===== src/common/spg_pkg.sv =====
/*
 package for the sleep, power-gate and reset control block: register offsets,
 field positions, reset values, timing counts and carrier structs.
 assumes a 32-bit apb bus with byte addresses.
*/
package spg_pkg;
	// register byte offsets on apb (printed offsets not multiples of four -> index * 4)
	localparam logic [7:0] MCU_CONTROL_IDX = 8'h35;
	localparam logic [11:0] MCU_CONTROL_ADDR = 12'h0d4;
	localparam logic [11:0] POWER_REDUCTION_ADDR = 12'h100;
	localparam logic [11:0] SLEEP_CONTROL_ADDR = 12'h104;
	localparam logic [11:0] RESET_STATUS_ADDR = 12'h108;
	localparam logic [11:0] DELAY_CONFIG_ADDR = 12'h10c;
	// mcu_control fields
	localparam int BIT_SDIS = 6;
	localparam int BIT_SDIS_UNLOCK = 5;
	localparam int BIT_PULLUP_OFF = 4;
	localparam int BIT_VEC_SEL = 1;
	localparam int BIT_VEC_UNLOCK = 0;
	localparam logic [7:0] MCU_CONTROL_WMASK = 8'h73;
	localparam logic [7:0] MCU_CONTROL_RESET = 8'h00;
	// power_reduction fields
	localparam int BIT_GATE_TWI = 7;
	localparam int BIT_GATE_T2 = 6;
	localparam int BIT_GATE_T0 = 5;
	localparam int BIT_GATE_T1 = 3;
	localparam int BIT_GATE_SPI = 2;
	localparam int BIT_GATE_USART = 1;
	localparam int BIT_GATE_ADC = 0;
	localparam logic [7:0] POWER_REDUCTION_WMASK = 8'hef;
	localparam logic [7:0] POWER_REDUCTION_RESET = 8'h00;
	// sleep control fields
	localparam int BIT_SLEEP_EN = 0;
	localparam int SLEEP_MODE_LSB = 1;
	localparam logic [7:0] SLEEP_CONTROL_WMASK = 8'h0f;
	localparam logic [2:0] MODE_STANDBY = 3'h6;
	localparam logic [2:0] MODE_EXT_STANDBY = 3'h7;
	// reset status fields
	localparam int BIT_WDOG_FLAG = 3;
	localparam int BIT_BROWN_FLAG = 2;
	localparam int BIT_EXT_FLAG = 1;
	localparam int BIT_POR_FLAG = 0;
	// timed sequence windows, in clock cycles
	localparam logic [2:0] UNLOCK_WINDOW_CYC = 3'h4;
	localparam logic [2:0] SDIS_LIFE_CYC = 3'h3;
	localparam logic [15:0] DELAY_DEFAULT = 16'h0040;
	localparam logic [31:0] APB_ERR_NONE = 32'h0;

	// raw reset sources, all active high
	typedef struct packed {
		logic power_on;
		logic ext_pin_low;
		logic watchdog;
		logic brownout;
	} spg_rst_src_s;

	// gated peripheral clock enables
	typedef struct packed {
		logic two_wire_interface;
		logic timer_two;
		logic timer_zero;
		logic timer_one;
		logic spi;
		logic usart;
		logic adc;
	} spg_clk_en_s;
endpackage


===== src/core/spg_ctrl.sv =====
/*
 sleep entry gating, brown-out sleep disable timed sequence, peripheral clock
 gating and reset merging with a stretch counter, with apb registers.
 assumes reset source inputs are synchronous to REF_CLK except the merged
 asynchronous port reset path, which is pure combinational logic.
*/
`timescale 1ns/1ps

// What this block does
// - sleep only when sleep enable is set
// - disable bit set only by unlock sequence
// - disable active one cycle after a three-cycle settle; sleep then drops detector
// - disable bit clears itself after four cycles
// - bit 7 stops two-wire clock
// - bit 6 freezes timer two in sync mode
// - bits 5,3 freeze timers zero and one
// - bit 4 reads as zero
// - bit 2 stops serial peripheral clock
// - bit 1 stops usart clock
// - bit 0 stops converter clock, converter itself stays on
// - reset loads registers, fetch from reset vector
// - ports reset asynchronously on any source
// - internal reset stretched by delay counter
// - four reset sources merged
// - external pin resets unless disabled
// - power-on reasserts immediately, releases through counter
// - brown-out asserts immediately, releases through counter
// - watchdog reset pulse is one cycle
// - modes 110 and 111 need crystal clock
// - watchdog flag set by watchdog, cleared by write
module spg_ctrl #(
	parameter logic [15:0] DELAY_CYCLES = spg_pkg::DELAY_DEFAULT
)(
	input wire logic REF_CLK,
	input wire logic RST,
	input wire logic PSEL,
	input wire logic PENABLE,
	input wire logic PWRITE,
	input wire logic [11:0] PADDR,
	input wire logic [31:0] PWDATA,
	output logic [31:0] PRDATA,
	output logic PREADY,
	output logic PSLVERR,
	input wire logic SLEEP_INSTR,
	input wire logic CRYSTAL_CLOCK_SEL,
	input wire logic TIMER_TWO_ASYNC_SELECT,
	input wire logic RESET_PIN_DISABLE_SETTING,
	input wire logic BROWNOUT_ENABLED,
	input wire spg_pkg::spg_rst_src_s RESET_SOURCES,
	input wire spg_pkg::spg_clk_en_s PERIPH_ACCESS,
	output logic SLEEP_ENTER,
	output logic [2:0] SLEEP_MODE,
	output logic BROWNOUT_SLEEP_OFF,
	output logic GLOBAL_PULLUP_DISABLE,
	output logic VECTOR_TABLE_SELECT,
	output spg_pkg::spg_clk_en_s CLK_EN,
	output spg_pkg::spg_clk_en_s PERIPH_ACCESS_OK,
	output logic PORT_RESET,
	output logic INTERNAL_RESET,
	output logic FETCH_START
);
	import spg_pkg::*;

	logic [7:0] mcu_control_reg, mcu_control_next;
	logic [7:0] power_reduction_reg, power_reduction_next;
	logic [3:0] sleep_control_reg, sleep_control_next;
	logic [3:0] reset_status_reg, reset_status_next;
	logic [15:0] delay_config_reg, delay_config_next;
	logic [2:0] unlock_cnt_reg, unlock_cnt_next;
	logic [2:0] sdis_cnt_reg, sdis_cnt_next;
	logic [2:0] vec_cnt_reg, vec_cnt_next;
	logic [15:0] stretch_cnt_reg, stretch_cnt_next;
	logic int_rst_reg, int_rst_next;
	logic fetch_reg, fetch_next;
	logic sleep_reg, sleep_next;
	logic bod_off_reg, bod_off_next;
	logic [31:0] prdata_reg, prdata_next;
	logic pin_reset, wdog_reset, brown_reset, any_source;
	logic wr_en, rd_en;
	logic [7:0] wbyte;
	logic sdis_active;

	// apb strobes; single-cycle access phase, no wait states
	// reads capture in setup so PRDATA is already a flop in the access phase
	assign wr_en = PSEL && PENABLE && PWRITE;
	assign rd_en = PSEL && !PENABLE && !PWRITE;
	assign wbyte = PWDATA[7:0];
	assign PREADY = 1'b1;
	assign PSLVERR = 1'b0;
	assign PRDATA = prdata_reg;

	// four sources, pin and brown-out qualified
	// pin function drops out when the setting disables it
	// limitation: no pulse-width filter here, the input level is taken as qualified
	assign pin_reset = RESET_SOURCES.ext_pin_low && !RESET_PIN_DISABLE_SETTING;
	assign brown_reset = RESET_SOURCES.brownout && BROWNOUT_ENABLED;
	// watchdog source arrives as a one-cycle pulse
	assign wdog_reset = RESET_SOURCES.watchdog;
	assign any_source = RESET_SOURCES.power_on || pin_reset || wdog_reset || brown_reset;
	// port reset is combinational, needs no clock
	assign PORT_RESET = any_source || RST;

	// disable bit counts as active once its three-cycle settle has run
	// the settle counter runs while the bit is visible; zero marks the usable cycle
	// active only after the settle count
	assign sdis_active = mcu_control_reg[BIT_SDIS] && (sdis_cnt_reg == 3'h0);

	// control register next state
	always_comb
	begin
		mcu_control_next = mcu_control_reg;
		power_reduction_next = power_reduction_reg;
		sleep_control_next = sleep_control_reg;
		delay_config_next = delay_config_reg;
		unlock_cnt_next = (unlock_cnt_reg != 3'h0) ? unlock_cnt_reg - 3'h1 : 3'h0;
		vec_cnt_next = (vec_cnt_reg != 3'h0) ? vec_cnt_reg - 3'h1 : 3'h0;
		sdis_cnt_next = sdis_cnt_reg;
		// self clear after the three-cycle settle and one active cycle
		if (mcu_control_reg[BIT_SDIS])
		begin
			if (sdis_cnt_reg != 3'h0)
				sdis_cnt_next = sdis_cnt_reg - 3'h1;
			else
				mcu_control_next[BIT_SDIS] = 1'b0;
		end
		if (vec_cnt_reg == 3'h0)
			mcu_control_next[BIT_VEC_UNLOCK] = 1'b0;
		if (unlock_cnt_reg == 3'h0)
			mcu_control_next[BIT_SDIS_UNLOCK] = 1'b0;
		if (wr_en && PADDR == MCU_CONTROL_ADDR)
		begin
			mcu_control_next[BIT_PULLUP_OFF] = wbyte[BIT_PULLUP_OFF];
			// a repeated first step restarts the window instead of setting the bit
			// first step, both bits one opens window
			if (wbyte[BIT_SDIS] && wbyte[BIT_SDIS_UNLOCK])
			begin
				mcu_control_next[BIT_SDIS_UNLOCK] = 1'b1;
				unlock_cnt_next = UNLOCK_WINDOW_CYC;
			end
			// second step inside window sets the bit
			else if (wbyte[BIT_SDIS] && unlock_cnt_reg != 3'h0)
			begin
				mcu_control_next[BIT_SDIS] = 1'b1;
				mcu_control_next[BIT_SDIS_UNLOCK] = 1'b0;
				sdis_cnt_next = SDIS_LIFE_CYC;
				unlock_cnt_next = 3'h0;
			end
			// outside window the disable bit holds
			else
			begin
				mcu_control_next[BIT_SDIS_UNLOCK] = 1'b0;
			end
			// vector select uses the same unlock-then-write style
			if (wbyte[BIT_VEC_UNLOCK])
			begin
				mcu_control_next[BIT_VEC_UNLOCK] = 1'b1;
				vec_cnt_next = UNLOCK_WINDOW_CYC;
			end
			else if (vec_cnt_reg != 3'h0)
			begin
				mcu_control_next[BIT_VEC_SEL] = wbyte[BIT_VEC_SEL];
				mcu_control_next[BIT_VEC_UNLOCK] = 1'b0;
				vec_cnt_next = 3'h0;
			end
		end
		// reserved bit 4 masked, never stored
		if (wr_en && PADDR == POWER_REDUCTION_ADDR)
			power_reduction_next = wbyte & POWER_REDUCTION_WMASK;
		if (wr_en && PADDR == SLEEP_CONTROL_ADDR)
			sleep_control_next = wbyte[3:0];
		if (wr_en && PADDR == DELAY_CONFIG_ADDR)
			delay_config_next = PWDATA[15:0];
	end

	// all registers take initial values while reset holds
	always_ff @(posedge REF_CLK)
	begin
		if (RST || int_rst_reg)
		begin
			mcu_control_reg <= MCU_CONTROL_RESET;
			power_reduction_reg <= POWER_REDUCTION_RESET;
			sleep_control_reg <= 4'h0;
			unlock_cnt_reg <= 3'h0;
			sdis_cnt_reg <= 3'h0;
			vec_cnt_reg <= 3'h0;
		end
		else
		begin
			mcu_control_reg <= mcu_control_next;
			power_reduction_reg <= power_reduction_next;
			sleep_control_reg <= sleep_control_next;
			unlock_cnt_reg <= unlock_cnt_next;
			sdis_cnt_reg <= sdis_cnt_next;
			vec_cnt_reg <= vec_cnt_next;
		end
	end

	// delay setting survives internal reset, like a fuse
	always_ff @(posedge REF_CLK)
	begin
		if (RST)
			delay_config_reg <= DELAY_DEFAULT;
		else
			delay_config_reg <= delay_config_next;
	end

	// sleep entry and brown-out off decision
	always_comb
	begin
		sleep_next = 1'b0;
		// detector stays off for the whole sleep, not only the entry cycle,
		// since the disable bit clears itself while the core still sleeps
		bod_off_next = 1'b0;
		// sleep instruction only acts with enable set
		// standby modes refused without crystal clock
		if (SLEEP_INSTR && sleep_control_reg[BIT_SLEEP_EN] && !int_rst_reg)
		begin
			if (sleep_control_reg[3:1] == MODE_STANDBY || sleep_control_reg[3:1] == MODE_EXT_STANDBY)
				sleep_next = CRYSTAL_CLOCK_SEL;
			else
				sleep_next = 1'b1;
			// detector off only if bit active at sleep
			bod_off_next = sleep_next && (sdis_active || (bod_off_reg && sleep_reg));
		end
		else if (sleep_reg && sleep_control_reg[BIT_SLEEP_EN] && SLEEP_INSTR)
		begin
			sleep_next = 1'b1;
			bod_off_next = bod_off_reg;
		end
	end

	// sleep state registers
	always_ff @(posedge REF_CLK)
	begin
		if (RST || int_rst_reg)
		begin
			sleep_reg <= 1'b0;
			bod_off_reg <= 1'b0;
		end
		else
		begin
			sleep_reg <= sleep_next;
			bod_off_reg <= bod_off_next;
		end
	end

	// reset stretch: any source reloads, count runs after all release
	always_comb
	begin
		stretch_cnt_next = stretch_cnt_reg;
		int_rst_next = int_rst_reg;
		fetch_next = 1'b0;
		// power-on and brown-out reassert with no delay
		// release waits on the stretch counter
		if (any_source)
		begin
			stretch_cnt_next = delay_config_reg;
			int_rst_next = 1'b1;
		end
		// a source still high keeps reloading, so counting starts at the last release
		// count down after every source is gone
		else if (stretch_cnt_reg != 16'h0)
		begin
			stretch_cnt_next = stretch_cnt_reg - 16'h1;
		end
		else if (int_rst_reg)
		begin
			int_rst_next = 1'b0;
			// one-cycle pulse to start fetch at vector
			fetch_next = 1'b1;
		end
	end

	// stretch registers
	always_ff @(posedge REF_CLK)
	begin
		if (RST)
		begin
			stretch_cnt_reg <= DELAY_CYCLES;
			int_rst_reg <= 1'b1;
			fetch_reg <= 1'b0;
		end
		else
		begin
			stretch_cnt_reg <= stretch_cnt_next;
			int_rst_reg <= int_rst_next;
			fetch_reg <= fetch_next;
		end
	end

	// reset cause flags; set wins over a software clear
	// a clear meeting a new event loses; a power-on event overwrites the other flags with its own
	always_comb
	begin
		reset_status_next = reset_status_reg;
		if (wr_en && PADDR == RESET_STATUS_ADDR)
			reset_status_next = reset_status_reg & wbyte[3:0];
		if (wdog_reset)
			reset_status_next[BIT_WDOG_FLAG] = 1'b1;
		if (brown_reset)
			reset_status_next[BIT_BROWN_FLAG] = 1'b1;
		if (pin_reset)
			reset_status_next[BIT_EXT_FLAG] = 1'b1;
		if (RESET_SOURCES.power_on)
			reset_status_next = 4'h1;
	end

	// flags survive internal reset
	always_ff @(posedge REF_CLK)
	begin
		if (RST)
			reset_status_reg <= 4'h1;
		else
			reset_status_reg <= reset_status_next;
	end

	// read mux, registered in setup phase
	always_comb
	begin
		prdata_next = prdata_reg;
		if (rd_en)
		begin
			case (PADDR)
				MCU_CONTROL_ADDR: prdata_next = {24'h0, mcu_control_reg & MCU_CONTROL_WMASK};
				// bit 4 always zero on read
				POWER_REDUCTION_ADDR: prdata_next = {24'h0, power_reduction_reg & POWER_REDUCTION_WMASK};
				SLEEP_CONTROL_ADDR: prdata_next = {28'h0, sleep_control_reg};
				RESET_STATUS_ADDR: prdata_next = {28'h0, reset_status_reg};
				DELAY_CONFIG_ADDR: prdata_next = {16'h0, delay_config_reg};
				// unmapped offsets read zero and raise no error
				default: prdata_next = APB_ERR_NONE;
			endcase
		end
	end

	// read data register
	always_ff @(posedge REF_CLK)
	begin
		if (RST)
			prdata_reg <= 32'h0;
		else
			prdata_reg <= prdata_next;
	end

	// clock gates; a stopped clock freezes state, so resume is exact
	// two-wire clock gate
	assign CLK_EN.two_wire_interface = !power_reduction_reg[BIT_GATE_TWI];
	// timer two frozen only in synchronous mode
	assign CLK_EN.timer_two = !(power_reduction_reg[BIT_GATE_T2] && !TIMER_TWO_ASYNC_SELECT);
	// timers zero and one freeze and resume
	assign CLK_EN.timer_zero = !power_reduction_reg[BIT_GATE_T0];
	assign CLK_EN.timer_one = !power_reduction_reg[BIT_GATE_T1];
	assign CLK_EN.spi = !power_reduction_reg[BIT_GATE_SPI];
	assign CLK_EN.usart = !power_reduction_reg[BIT_GATE_USART];
	// limitation: gating does not disable the converter, software must do that first
	// converter clock gate
	assign CLK_EN.adc = !power_reduction_reg[BIT_GATE_ADC];
	assign PERIPH_ACCESS_OK = PERIPH_ACCESS & CLK_EN;

	assign SLEEP_ENTER = sleep_reg;
	assign SLEEP_MODE = sleep_control_reg[3:1];
	assign BROWNOUT_SLEEP_OFF = bod_off_reg;
	assign GLOBAL_PULLUP_DISABLE = mcu_control_reg[BIT_PULLUP_OFF];
	assign VECTOR_TABLE_SELECT = mcu_control_reg[BIT_VEC_SEL];
	assign INTERNAL_RESET = int_rst_reg;
	assign FETCH_START = fetch_reg;
endmodule


===== config.mk =====
export PLATFORM = sky130hd
export DESIGN_NAME = spg_ctrl
export DESIGN_NICKNAME = d
export VERILOG_FILES = /design/src/common/spg_pkg.sv /design/src/core/spg_ctrl.sv
export SDC_FILE = /design/constraint.sdc
export NUM_CORES = 1
export LEC_CHECK = 0
export BUFFER_PORTS_ARGS = -buffer_cell sky130_fd_sc_hd__buf_2
export CAP_MARGIN = 30
export CORE_MARGIN = 2
export CORE_UTILIZATION = 51
export DETAILED_ROUTE_END_ITERATION = 6
export GPL_ROUTABILITY_DRIVEN = 0
export PLACE_DENSITY = 0.85
export SYNTH_ARGS = -nofsm -noshare
export SYNTH_HDL_FRONTEND = slang
export SYNTH_SLANG_ARGS = --single-unit
export TNS_END_PERCENT = 5

===== constraint.sdc =====
create_clock -name REF_CLK -period 2.28 [get_ports REF_CLK]
set_input_delay 0.114 -clock REF_CLK [delete_from_list [all_inputs] [get_ports REF_CLK]]
set_output_delay 0.114 -clock REF_CLK [all_outputs]
set_load 0.02 [all_outputs]

==> flow_metrics.env <==
export IMPL_worstPathArrival_ns=2.26
export IMPL_layout_setup_ws_ns=0.286
export IMPL_io_pins=123
export IMPL_coreArea_mm2=0.00733
export IMPL_hold_end="delay_config_reg[15]"
export IMPL_hpwl_um=7050
export IMPL_wire_per_inst_um=14.6
export IMPL_place_ws_ns=0.285
export IMPL_rr_startpoint="stretch_cnt_reg[0]"
export IMPL_crit_type="register to register"
export IMPL_drt_antenna_violating_nets=0
export IMPL_reg2reg_to="stretch_cnt_reg[10]"
export IMPL_crit_required_ns=2.55
export IMPL_max_slew_margin=0.595
export IMPL_drv_slew=0
export IMPL_post_route_period_util=0.875
export IMPL_min_period_ns=1.99
export IMPL_rsz0062_at_grt="no"
export IMPL_yosys_warnings=0
export IMPL_utilization=0.639
export IMPL_htree_levels=3
export IMPL_hold_ws_ns=0.00645
export IMPL_via_per_inst=5.48
export IMPL_dominantRegCellSynth="dfxtp_1"
export IMPL_synth_seq_area_share=0.415
export IMPL_placed_cell_area_mm2=0.00438
export IMPL_dr_wl_met2_um=4750
export IMPL_holdBufCountCts=8
export IMPL_hp_start="PWDATA[15]"
export IMPL_tightest_slew_ns=0.601
export IMPL_maxCapViolCount=0
export IMPL_antenna_found_initial=0
export IMPL_hp_class="input pin to register"
export IMPL_grt_overflow_total=0
export IMPL_tns_ns=0
export IMPL_crit_path_end_kind="register"
export IMPL_finalClockSkew_ns=0.00620
export IMPL_leakagePower_nw=1.90
export IMPL_first_global_vias=3531
export IMPL_cts_sinks=81
export IMPL_reg2reg_setup_slack_ns=0.29
export IMPL_cts_reportedPaths_clkPinSlew_ns=0.08
export IMPL_numCtsBuffers=9
export IMPL_start_kind="register"
export IMPL_cts_root_buf="clkbuf_8"
export IMPL_port_buffers=88
export IMPL_drt_iter0_markers=317
export IMPL_cts_setup_buffers=0
export IMPL_grt_max_degree=31
export IMPL_reg2reg_depth=6
export IMPL_cts_tree="done"
export IMPL_grt_util_all_layers=0.236
export IMPL_dr_wl_met3_um=676
export IMPL_finalInstanceArea_mm2=0.00469
export IMPL_min_path_cells=3
export IMPL_nets=636
export IMPL_synthCells=470
export IMPL_synth_ff_latch_count=81
export IMPL_synthToLayoutAreaGrowth_pct=20.0
export IMPL_dieArea_mm2=0.00838
export IMPL_synthArstFlopShare=0
export IMPL_fmax_mhz=502
export IMPL_grt_pass1_wl_um=16100
export IMPL_fp_dieW_um=91.5
export IMPL_hold_viol=0
export IMPL_first_pass_iters=5
export IMPL_start_util=0.533
export IMPL_synth_avg_cell_area_um2=8.31
export IMPL_clk_latency_ns=0.36
export IMPL_synth_area_mm2=0.00391
export IMPL_cts_buffer_depth=2
export IMPL_diodes=0
export IMPL_cts_resized=0
export IMPL_drt_wl_total_um=9750
export IMPL_outcome="finished clean"
export IMPL_synth_cell_types=53
export IMPL_layout_drive_gt1_share=0.236
export IMPL_highest_layer="met4"
export IMPL_drc=0
export IMPL_num_vias=3661
export IMPL_setup_viol=0
export IMPL_path_max_fanout=4
export IMPL_cellPowerDensity_mw_per_mm2=615
export IMPL_peakVddDrop_v=0.000350
export IMPL_rows=31
export IMPL_synth_edf_count=0
export IMPL_crit_start="stretch_cnt_reg[0]"
export IMPL_die_h_um=91.5
export IMPL_wl_met1_um=4130
stage by stage:
| step | power (mW) | cells |
|---|---|---|
| global route | 2.97 | 668 |
| floorplan | 1.64 | 486 |
| global placement | 1.70 | 644 |
| CTS | 2.88 | 668 |
| finish | 2.88 | 668 |
| detailed placement | 1.71 | 644 |
layout make-up:
cell class | instances | area [µm²]
well taps | 99 | 124
repair buffers | 111 | 633
fillers | 587 | 2650
clock inverters | 4 | 75.1
flip-flops and latches | 81 | 1620
multi-input cells | 341 | 2000
clock buffers | 12 | 155
inverters | 20 | 75.1
synth_stat cells (3+ instances only):
library cell,instances,area share
nor3_1,7,0.0090
o21ai_0,18,0.023
nor2_1,33,0.032
mux2i_1,15,0.038
a211oi_1,4,0.0077
dfxtp_1,81,0.42
nand3b_1,11,0.021
buf_4,23,0.044
a21oi_1,51,0.065
nor2b_1,9,0.014
clkbuf_1,18,0.017
nand2_1,77,0.074
a22oi_1,6,0.012
nor4_1,4,0.0064
ha_1,7,0.022
o211ai_1,3,0.0058
nand3_1,19,0.024
inv_1,20,0.019
xnor2_1,7,0.016
a32oi_1,3,0.0067
xor2_1,3,0.0067
nand2b_1,7,0.011
and2_1,4,0.0064
cells by family (layout without fill, tap and decap cells):
kind of cell | after synthesis | after routing | share of synthesized area
other cells | 2 | 18 | 0.00192
mux | 17 | 17 | 0.0500
compound gates | 93 | 93 | 0.136
flops | 81 | 81 | 0.415
xor+xnor | 10 | 10 | 0.0224
buf+inv | 64 | 147 | 0.0878
simple gates | 196 | 196 | 0.264
fa+ha+maj | 7 | 7 | 0.0224
how the worst max path moves through the flow:
stage / slack [ns] / endpoint / cells past startpoint
after detailed placement: 0.29 / stretch_cnt_reg[10] / 6
final: 0.29 / stretch_cnt_reg[10] / 6
after floorplan: 0.47 / stretch_cnt_reg[10] / 6
after CTS: 0.27 / stretch_cnt_reg[10] / 6
after global placement: 0.33 / sdis_cnt_reg[2] / 6
after global routing: 0.17 / PORT_RESET / 7
placed cells by master (no fill, tap or decap), types with 8 or more instances in the layout:
master	n
clkbuf_8	11
inv_1	20
nor2_1	33
nand2_1	77
nand3b_1	11
a21oi_1	51
nor2b_1	9
mux2i_1	15
buf_2	88
dlygate4sd3_1	8
buf_4	15
nand3_1	19
dfxtp_1	81
o21ai_0	18
conb_1	18
worst max-delay path, cell delays in order, from the launching register on:
cell	delay, ns
dfxtp_1	0.33
inv_1	0.09
ha_1	0.22
nor4b_4	0.30
nand2_1	0.15
or4_1	0.53
a311oi_1	0.29
power breakdown:
part / switching, mW / total (mW) / internal, mW
Combinational: 0.156 / 0.256 / 0.0999
Sequential: 0.0105 / 1.43 / 1.42
Clock: 0.513 / 1.19 / 0.677
Total: 0.680 / 2.88 / 2.20
metal layers:
layer / GRT usage / vias up
li1: - / 1758
met1: 0.285 / 1731
met2: 0.409 / 150
met3: 0.0515 / 22
met4: 0.0896 / 0
met5: 0 / -
Power figures use the tool's default switching activity.
